==> config.mk <==
export PLATFORM = sky130hd
export DESIGN_NAME = tfc_trace_ctrl
export DESIGN_NICKNAME = d
export VERILOG_FILES = /design/src/tfc_pkg.sv /design/src/tfc_event_detect.sv /design/src/tfc_trace_ctrl.sv
export SDC_FILE = /design/constraint.sdc
export NUM_CORES = 1
export LEC_CHECK = 0
export BUFFER_PORTS_ARGS = -buffer_cell sky130_fd_sc_hd__buf_4
export CAP_MARGIN = 20
export CORE_MARGIN = 2
export CORE_UTILIZATION = 47
export DETAILED_ROUTE_END_ITERATION = 8
export GPL_TIMING_DRIVEN = 0
export PLACE_DENSITY = 0.85
export RECOVER_POWER = 25
export SETUP_SLACK_MARGIN = 0.4
export SKIP_LAST_GASP = 1
export SLEW_MARGIN = 20
export SYNTH_ARGS = -nofsm -noshare
export SYNTH_HDL_FRONTEND = slang
export SYNTH_SLANG_ARGS = --single-unit
==> constraint.sdc <==
create_clock -name clk -period 1.6 [get_ports clk]
set_input_delay 0.08 -clock clk [delete_from_list [all_inputs] [get_ports clk]]
set_output_delay 0.08 -clock clk [all_outputs]
set_load 0.02 [all_outputs]
==> src/tfc_pkg.sv <==
/*
 * Shared constants and carrier types for the trace fault control block.
 * Assumes one core clock and an APB master with 32-bit data.
 */
`default_nettype none

package tfc_pkg;

    // =================================================================
    // sizes
    localparam int NUM_SUB = 7;  // instr, branch, call, ret, preret, sup, bkpt
    localparam int ADDR_W  = 8;
    localparam int DATA_W  = 32;
    localparam int ST_W    = 3;

    // =================================================================
    // register byte offsets
    localparam logic [ADDR_W-1:0] OFF_PCR  = 8'h00;  // process control
    localparam logic [ADDR_W-1:0] OFF_TCR  = 8'h04;  // trace control
    localparam logic [ADDR_W-1:0] OFF_STAT = 8'h08;  // sticky status, w1c
    localparam logic [ADDR_W-1:0] OFF_MASK = 8'h0C;  // interrupt mask
    localparam logic [ADDR_W-1:0] OFF_SSP  = 8'h10;  // supervisor stack ptr

    // =================================================================
    // field positions
    localparam int PCR_TE_BIT   = 0;   // trace enable
    localparam int PCR_MODE_BIT = 1;   // 1 = supervisor mode
    localparam int PCR_PEND_BIT = 10;  // trace fault pending
    localparam int TCR_MODE_LSB = 1;   // mode bits [7:1]
    localparam int TCR_EVT_LSB  = 17;  // event bits [23:17]
    localparam int TBL_TE_BIT   = 0;   // trace control bit of table word
    localparam int ST_TRACE     = 0;   // trace fault delivered
    localparam int ST_DEFER     = 1;   // trace fault deferred
    localparam int ST_PRIV      = 2;   // privileged instruction refused

    // =================================================================
    // reset values
    localparam logic              TE_RST   = 1'b0;
    localparam logic              MODE_RST = 1'b1;  // core starts supervisor
    localparam logic [NUM_SUB-1:0] SUB_RST = 7'h00;
    localparam logic [ST_W-1:0]   ST_RST   = 3'h0;
    localparam logic [DATA_W-1:0] WORD_RST = 32'h0000_0000;

    // =================================================================
    // events reported by the core pipeline, all one-cycle pulses
    typedef struct packed {
        logic [NUM_SUB-1:0] sub_seen;      // trace subtype executed
        logic               nontrace_flt;  // other fault detected
        logic               flt_return;    // fault handler returned
        logic               sup_call;      // supervisor-type system call
        logic               user_return;   // return to user mode
        logic               priv_instr;    // supervisor-only instruction
    } tfc_core_evt_type;

endpackage : tfc_pkg

`default_nettype wire

==> src/tfc_event_detect.sv <==
/*
 * Trace event qualifier: one lane per trace subtype.
 * Assumes subtype pulses and mode bits are synchronous to clk.
 */
`timescale 1ns/1ps
`default_nettype none

module tfc_event_detect #(
    parameter int NSUB = tfc_pkg::NUM_SUB
) (
    // subtype pulses from the core
    input  wire logic [NSUB-1:0] sub_seen,
    // tracing controls
    input  wire logic [NSUB-1:0] mode_en,
    input  wire logic            trace_en,
    // qualified events
    output logic      [NSUB-1:0] hit,
    output logic                 any_hit
);

    // =================================================================
    // per-lane qualification
    genvar g;
    generate
        for (g = 0; g < NSUB; g++) begin : g_lane
            assign hit[g] = sub_seen[g] & mode_en[g] & trace_en;
        end
    endgenerate

    assign any_hit = |hit;

endmodule : tfc_event_detect

`default_nettype wire

==> src/tfc_trace_ctrl.sv <==
/*
 * Trace fault control with APB register access and one interrupt.
 * Assumes core event pulses synchronous to clk and a system table word
 * (byte 12 of the procedure table) presented by the core at each call.
 */
// The APB slave port and the placing of the registers were chosen for this implementation.
`timescale 1ns/1ps
`default_nettype none

module tfc_trace_ctrl #(
    parameter int NSUB = tfc_pkg::NUM_SUB
) (
    // clock and reset
    input  wire logic                      clk,
    input  wire logic                      rst,
    // apb slave
    input  wire logic                      psel,
    input  wire logic                      penable,
    input  wire logic                      pwrite,
    input  wire logic [tfc_pkg::ADDR_W-1:0] paddr,
    input  wire logic [tfc_pkg::DATA_W-1:0] pwdata,
    output logic      [tfc_pkg::DATA_W-1:0] prdata,
    output logic                           pready,
    output logic                           pslverr,
    // core side
    input  wire tfc_pkg::tfc_core_evt_type core_evt,
    input  wire logic [tfc_pkg::DATA_W-1:0] table_word12,
    output logic                           trace_fault_q,
    output logic                           nontrace_call_q,
    output logic                           priv_refused_q,
    output logic                           sup_mode,
    output logic                           use_sup_stack,
    output logic      [tfc_pkg::DATA_W-1:0] sup_stack_ptr,
    // interrupt
    output logic                           irq
);

    // =================================================================
    // address decode, shared by read and write paths
    function automatic logic is_reg(input logic [tfc_pkg::ADDR_W-1:0] a,
                                    input logic [tfc_pkg::ADDR_W-1:0] o);
        is_reg = (a == o);
    endfunction : is_reg

    function automatic logic mapped(input logic [tfc_pkg::ADDR_W-1:0] a);
        mapped = is_reg(a, tfc_pkg::OFF_PCR)  | is_reg(a, tfc_pkg::OFF_TCR)
               | is_reg(a, tfc_pkg::OFF_STAT) | is_reg(a, tfc_pkg::OFF_MASK)
               | is_reg(a, tfc_pkg::OFF_SSP);
    endfunction : mapped

    // =================================================================
    // state
    logic                      te_q;
    logic                      mode_q;
    logic                      pend_q;
    logic [NSUB-1:0]           tc_mode_q;
    logic [NSUB-1:0]           tc_evt_q;
    logic [tfc_pkg::ST_W-1:0]  stat_q;
    logic [tfc_pkg::ST_W-1:0]  mask_q;
    logic [tfc_pkg::DATA_W-1:0] ssp_q;
    logic [NSUB-1:0]           hit;
    logic                      any_hit;
    logic                      wr_acc;
    logic                      rd_setup;
    logic                      enter_sup;
    logic                      coincide;
    logic                      trace_d;
    logic [tfc_pkg::ST_W-1:0]  stat_set;
    logic [tfc_pkg::DATA_W-1:0] rd_word;

    // =================================================================
    // event qualification
    tfc_event_detect #(
        .NSUB (NSUB)
    ) u_detect (
        .sub_seen (core_evt.sub_seen),
        .mode_en  (tc_mode_q),
        .trace_en (te_q),
        .hit      (hit),
        .any_hit  (any_hit)
    );

    // =================================================================
    // apb handshake: zero wait states, data prepared in the setup cycle
    assign wr_acc   = psel & penable & pwrite;
    assign rd_setup = psel & ~penable & ~pwrite;
    assign pready   = psel & penable;
    assign pslverr  = psel & penable & ~mapped(paddr);

    // fault sequencing terms
    assign enter_sup = core_evt.sup_call & ~mode_q;
    assign coincide  = any_hit & core_evt.nontrace_flt;
    // deferred fault fires on handler return
    assign trace_d   = (any_hit & ~core_evt.nontrace_flt)
                     | (core_evt.flt_return & pend_q);
    assign stat_set  = {core_evt.priv_instr & ~mode_q, coincide, trace_d};

    // =================================================================
    // trace enable: hardware load wins over a software write
    always_ff @(posedge clk) begin
        if (rst) begin
            te_q <= tfc_pkg::TE_RST;
        end else if (enter_sup) begin
            te_q <= table_word12[tfc_pkg::TBL_TE_BIT];
        end else if (wr_acc && is_reg(paddr, tfc_pkg::OFF_PCR)) begin
            te_q <= pwdata[tfc_pkg::PCR_TE_BIT];
        end
    end

    // =================================================================
    // execution mode follows the core's calls and returns only
    always_ff @(posedge clk) begin
        if (rst) begin
            mode_q <= tfc_pkg::MODE_RST;
        end else if (enter_sup) begin
            mode_q <= 1'b1;
        end else if (core_evt.user_return) begin
            mode_q <= 1'b0;
        end
    end

    // =================================================================
    // supervisor stack pointer captured with the call
    always_ff @(posedge clk) begin
        if (rst) begin
            ssp_q <= tfc_pkg::WORD_RST;
        end else if (enter_sup) begin
            ssp_q <= table_word12;
        end
    end

    assign sup_mode      = mode_q;
    assign use_sup_stack = mode_q;
    assign sup_stack_ptr = ssp_q;

    // =================================================================
    // pending flag: a new coincidence outranks the return that clears it
    always_ff @(posedge clk) begin
        if (rst) begin
            pend_q <= 1'b0;
        end else if (coincide) begin
            pend_q <= 1'b1;
        end else if (core_evt.flt_return) begin
            pend_q <= 1'b0;
        end
    end

    // =================================================================
    // fault outputs, one-cycle pulses
    always_ff @(posedge clk) begin
        if (rst) begin
            trace_fault_q   <= 1'b0;
            nontrace_call_q <= 1'b0;
            priv_refused_q  <= 1'b0;
        end else begin
            trace_fault_q   <= trace_d;
            nontrace_call_q <= core_evt.nontrace_flt;
            priv_refused_q  <= core_evt.priv_instr & ~mode_q;
        end
    end

    // =================================================================
    // trace control: mode bits written by software, event bits sticky
    always_ff @(posedge clk) begin
        if (rst) begin
            tc_mode_q <= tfc_pkg::SUB_RST;
        end else if (wr_acc && is_reg(paddr, tfc_pkg::OFF_TCR)) begin
            tc_mode_q <= pwdata[tfc_pkg::TCR_MODE_LSB +: NSUB];
        end
    end

    always_ff @(posedge clk) begin
        if (rst) begin
            tc_evt_q <= tfc_pkg::SUB_RST;
        end else if (wr_acc && is_reg(paddr, tfc_pkg::OFF_TCR)) begin
            tc_evt_q <= pwdata[tfc_pkg::TCR_EVT_LSB +: NSUB] | hit;
        end else begin
            tc_evt_q <= tc_evt_q | hit;
        end
    end

    // =================================================================
    // interrupt status, write one to clear, set wins over clear
    always_ff @(posedge clk) begin
        if (rst) begin
            stat_q <= tfc_pkg::ST_RST;
        end else if (wr_acc && is_reg(paddr, tfc_pkg::OFF_STAT)) begin
            stat_q <= (stat_q & ~pwdata[tfc_pkg::ST_W-1:0]) | stat_set;
        end else begin
            stat_q <= stat_q | stat_set;
        end
    end

    always_ff @(posedge clk) begin
        if (rst) begin
            mask_q <= tfc_pkg::ST_RST;
        end else if (wr_acc && is_reg(paddr, tfc_pkg::OFF_MASK)) begin
            mask_q <= pwdata[tfc_pkg::ST_W-1:0];
        end
    end

    assign irq = |(stat_q & mask_q);

    // =================================================================
    // read mux; unused bits read zero
    always_comb begin
        rd_word = tfc_pkg::WORD_RST;
        if (is_reg(paddr, tfc_pkg::OFF_PCR)) begin
            rd_word[tfc_pkg::PCR_TE_BIT]   = te_q;
            rd_word[tfc_pkg::PCR_MODE_BIT] = mode_q;
            rd_word[tfc_pkg::PCR_PEND_BIT] = pend_q;
        end else if (is_reg(paddr, tfc_pkg::OFF_TCR)) begin
            rd_word[tfc_pkg::TCR_MODE_LSB +: NSUB] = tc_mode_q;
            rd_word[tfc_pkg::TCR_EVT_LSB +: NSUB]  = tc_evt_q;
        end else if (is_reg(paddr, tfc_pkg::OFF_STAT)) begin
            rd_word[tfc_pkg::ST_W-1:0] = stat_q;
        end else if (is_reg(paddr, tfc_pkg::OFF_MASK)) begin
            rd_word[tfc_pkg::ST_W-1:0] = mask_q;
        end else if (is_reg(paddr, tfc_pkg::OFF_SSP)) begin
            rd_word = ssp_q;
        end
    end

    // read data is registered during the setup cycle
    always_ff @(posedge clk) begin
        if (rst) begin
            prdata <= tfc_pkg::WORD_RST;
        end else if (rd_setup) begin
            prdata <= rd_word;
        end
    end

    // =================================================================
    // checks
    // no new trace fault when disabled
    property p_te_gate;
        @(posedge clk) disable iff (rst)
        (!te_q && !pend_q) |=> !trace_fault_q;
    endproperty
    a_te_gate: assert property (p_te_gate)
        else $error("trace fault raised while tracing disabled");

    property p_sup_load;
        @(posedge clk) disable iff (rst)
        (core_evt.sup_call && !mode_q) |=>
            (te_q == $past(table_word12[tfc_pkg::TBL_TE_BIT])) && mode_q;
    endproperty
    a_sup_load: assert property (p_sup_load)
        else $error("trace enable not loaded on supervisor call");

    property p_tc_mode;
        @(posedge clk) disable iff (rst)
        (wr_acc && is_reg(paddr, tfc_pkg::OFF_TCR)) |=>
            tc_mode_q == $past(pwdata[tfc_pkg::TCR_MODE_LSB +: NSUB]);
    endproperty
    a_tc_mode: assert property (p_tc_mode)
        else $error("trace mode bits not written");

    property p_raise;
        @(posedge clk) disable iff (rst)
        (te_q && (|(core_evt.sub_seen & tc_mode_q))
         && !core_evt.nontrace_flt) |=> trace_fault_q;
    endproperty
    a_raise: assert property (p_raise)
        else $error("enabled trace event raised no fault");

    property p_defer;
        @(posedge clk) disable iff (rst)
        (any_hit && core_evt.nontrace_flt) |=>
            pend_q && nontrace_call_q
            && (trace_fault_q == $past(core_evt.flt_return && pend_q));
    endproperty
    a_defer: assert property (p_defer)
        else $error("coincident trace fault not deferred");

    property p_resume;
        @(posedge clk) disable iff (rst)
        (core_evt.flt_return && pend_q && !coincide) |=>
            trace_fault_q && !pend_q;
    endproperty
    a_resume: assert property (p_resume)
        else $error("pending trace fault lost on return");

    property p_ssp;
        @(posedge clk) disable iff (rst)
        (core_evt.sup_call && !mode_q) |=>
            sup_stack_ptr == $past(table_word12) && use_sup_stack;
    endproperty
    a_ssp: assert property (p_ssp)
        else $error("supervisor stack pointer not taken");

    property p_priv;
        @(posedge clk) disable iff (rst)
        (core_evt.priv_instr && !mode_q) |=>
            priv_refused_q && stat_q[tfc_pkg::ST_PRIV];
    endproperty
    a_priv: assert property (p_priv)
        else $error("user mode privileged instruction not refused");

    property p_evt_bit;
        @(posedge clk) disable iff (rst)
        any_hit |=> (tc_evt_q & $past(hit)) == $past(hit);
    endproperty
    a_evt_bit: assert property (p_evt_bit)
        else $error("event bit missing at trace fault");

endmodule : tfc_trace_ctrl

`default_nettype wire
==> out/metrics.csv <==
metric,value,unit
placedCellCount,655,
totalWireLength,12700,microns
pre_cts_slack,-0.171,ns
ys_types,43,
die_area,8380,sq um
max_stage_delay,0.44,ns
maxCapViolations,0,
tightestPinTransition,0.625,ns
yosysSeqAreaShare,50.1,%
setup_ws,0.126,ns
critical_path_class,register to primary output,
clock-root-buffer,clkbuf_8,
die_x,91.5,microns
worst-path-stages,3,
tns,0,ns
hold_ws,-0.000191,ns
critical-path-top-delay-family,compound AO/OA/AOI/OAI gates,
crit_slowest_cell,a222oi_1,
finalSetupViolations,0,
antenna_left,0,
die_h,91.5,microns
area_growth,57.4,%
tritoncts,done,
worstPathRequired,1.52,ns
p_per_area,830,nW/um^2
ff2ff_setup_slack,0.23,ns
final_cell_mix,"117 x buf_4, 84 x dfxtp_1, 82 x nand2_1",
reg2reg_depth,4,
ys_warn_count,0,
instances_no_fill,727,
cp_max_fo,2,
ir_worst_vdd,0.000551,V
io_pins,161,
cp.arrival,1.39,ns
cts_buffers,9,
cts.sinks,90,
syn_area,3600,sq um
clk_path_buf_depth,2,
rsz0062_at_grt,true,
netlist_instances,415,
drtIter0Drc,163,
io_buffers,141,
grt_pass1_vias,4003,
avgSynthCellArea,8.67,sq um
track_usage,29.9,%
syn-num-nets,504,
cts_max_level,3,
ys.flop_type,dfxtp_1,
coreArea,7330,sq um
violations,negative hold slack,
whs_endpoint,tc_evt_q[3]$_SDFF_PP0_,
slew_headroom,58.3,%
gp_congestion,0.929,
rows,31,
hp-class,input port to register,
fin_crit_sh,92.1,%
fin_area,5660,sq um
leakage,2.34,nW
initial_core_util,49.1,%
cp_cell_sequence,"a222oi_1, inv_1, buf_6",
layout_commonest_cell,buf_4,
clk_latency,0.36,ns
fmax,679,MHz
via_count,3996,
power,4.70,mW
wl_per_cell,17.5,microns
rr_endpoint,stat_q[0]$_SDFF_PP0_,
status,finished with violations,
antenna_found_initial,0,
nets,712,
cp-end-kind,primary output,
diodes,0,
period_needed,1.47,ns
path_buf_inv,2,
viasPerCell,5.50,
grt_pass1_wl,19700,microns
clock_skew,0.0128,ns
reg2reg_from,tc_mode_q[2]$_SDFFE_PP0P_,
slew_violations,0,
clkSlewWorstSetupHoldPaths,0.09,ns
first_pass_iters,5,
hold_viol,1,
grt-ovfl-total,0,
fillers,535,
synth_edf_count,0,
synth-seq-cells,90,
hold_path_depth,3,
layout-drive-gt1-share,31.1,%
worstHoldStart,pwdata[20],
dpl-instance-area,4840,sq um
grt_max_degree,15,
dp_hpwl,8490,microns
async_flop_share,0,%
startpoint_type,register,
drc_errors,0,
-- kinds of logic (layout without fill, tap and decap cells) --
logic type             after synthesis  after routing  share of synthesized area [%]
buffers and inverters               34            247                           4.62
AND/OR/NAND/NOR                    161            161                           20.8
multiplexers                        20             20                           5.60
flip-flops                          90             90                           50.1
AO/OA/AOI/OAI                      110            110                           19.0
-- per-stage QoR --
| step | util, % | hold WS [ns] |
|---|---|---|
| floorplan | - | 0.208 |
| global placement | 66.1 | 0.316 |
| detailed placement | 66.1 | 0.325 |
| CTS | 77.4 | 0.00178 |
| global route | 77.3 | 0.00641 |
| finish | 77.3 | -0.000191 |
-- cell usage after synthesis, types with 2 or more instances --
library cell / count / share of area [%]
a21oi_1: 44 / 6.1
a222oi_1: 2 / 0.56
a22oi_1: 30 / 6.3
a31o_2: 2 / 0.49
a32o_1: 2 / 0.56
and3_1: 3 / 0.52
buf_2: 3 / 0.42
buf_4: 2 / 0.42
clkbuf_1: 21 / 2.2
clkbuf_8: 2 / 0.76
dfxtp_1: 90 / 50
inv_1: 4 / 0.42
mux2i_1: 19 / 5.3
nand2_1: 83 / 8.7
nand2b_1: 5 / 0.87
nand3_1: 12 / 1.7
nand4_1: 3 / 0.52
nor2_1: 35 / 3.6
nor2b_1: 4 / 0.70
nor3b_1: 3 / 0.63
nor4_1: 4 / 0.70
o21a_1: 2 / 0.42
o21ai_0: 19 / 2.6
o31ai_1: 2 / 0.42
-- cell type report --
class	count	area, sq um	area share, %
buffer	30	239	4.22
clock buffer	12	155	2.74
clock inverter	4	73.8	1.30
inverter	4	15.0	0.265
multi-input combinational	291	1770	31.3
sequential	90	1810	32.0
tap	99	124	2.19
timing repair buffer	197	1480	26.0
-- routing by layer --
layer	wire [microns]	up-vias	track usage, %
met5	0	-	0
met4	379	0	13.0
met3	938	36	5.89
met1	4880	1892	34.3
met2	6510	196	53.5
li1	-	1872	-
-- what timing repair did --
item                       4_1_cts  5_1_grt
buffers inserted                13        3
pin swaps                        9       12
hold buffers                    39        0
cloned                           1        0
setup endpoints to repair       79       63
hold endpoints to repair        41        0
gates resized for setup         34       39
-- where the power goes --
| part | total, mW | internal (mW) | switching [mW] |
|---|---|---|---|
| Clock | 1.76 | 0.967 | 0.794 |
| Combinational | 0.623 | 0.312 | 0.311 |
| Sequential | 2.32 | 2.28 | 0.0380 |
| Total | 4.70 | 3.56 | 1.14 |
-- how the worst max path moves through the flow --
stage,from,end,slack [ns]
after floorplan,paddr[7],prdata[15]$_SDFFE_PP0P_,0.16
after global placement,paddr[7],prdata[31]$_SDFFE_PP0P_,-0.15
after detailed placement,paddr[7],prdata[24]$_SDFFE_PP0P_,-0.17
after CTS,mask_q[0]$_SDFFE_PP0P_,irq,0.19
after global routing,mask_q[1]$_SDFFE_PP0P_,irq,0.08
final,mask_q[1]$_SDFFE_PP0P_,irq,0.13
-- worst register-to-register path: stages (launching register included) --
cell and delay (ns):
dfxtp_2 0.33, a222oi_1 0.30, nand3_1 0.16, a32o_2 0.26
a31o_2 0.21
-- state kept, by name, summed over array words and instances (netlist names) --
signal / flops
prdata: 32
sup_stack_ptr: 32
stat_q: 3
pend_q: 1
te_q: 1
trace_fault_q: 1
tc_evt_q: 7
tc_mode_q: 7
nontrace_call_q: 1
sup_mode: 1
mask_q: 3
priv_refused_q: 1
Power figures use the tool's default switching activity.
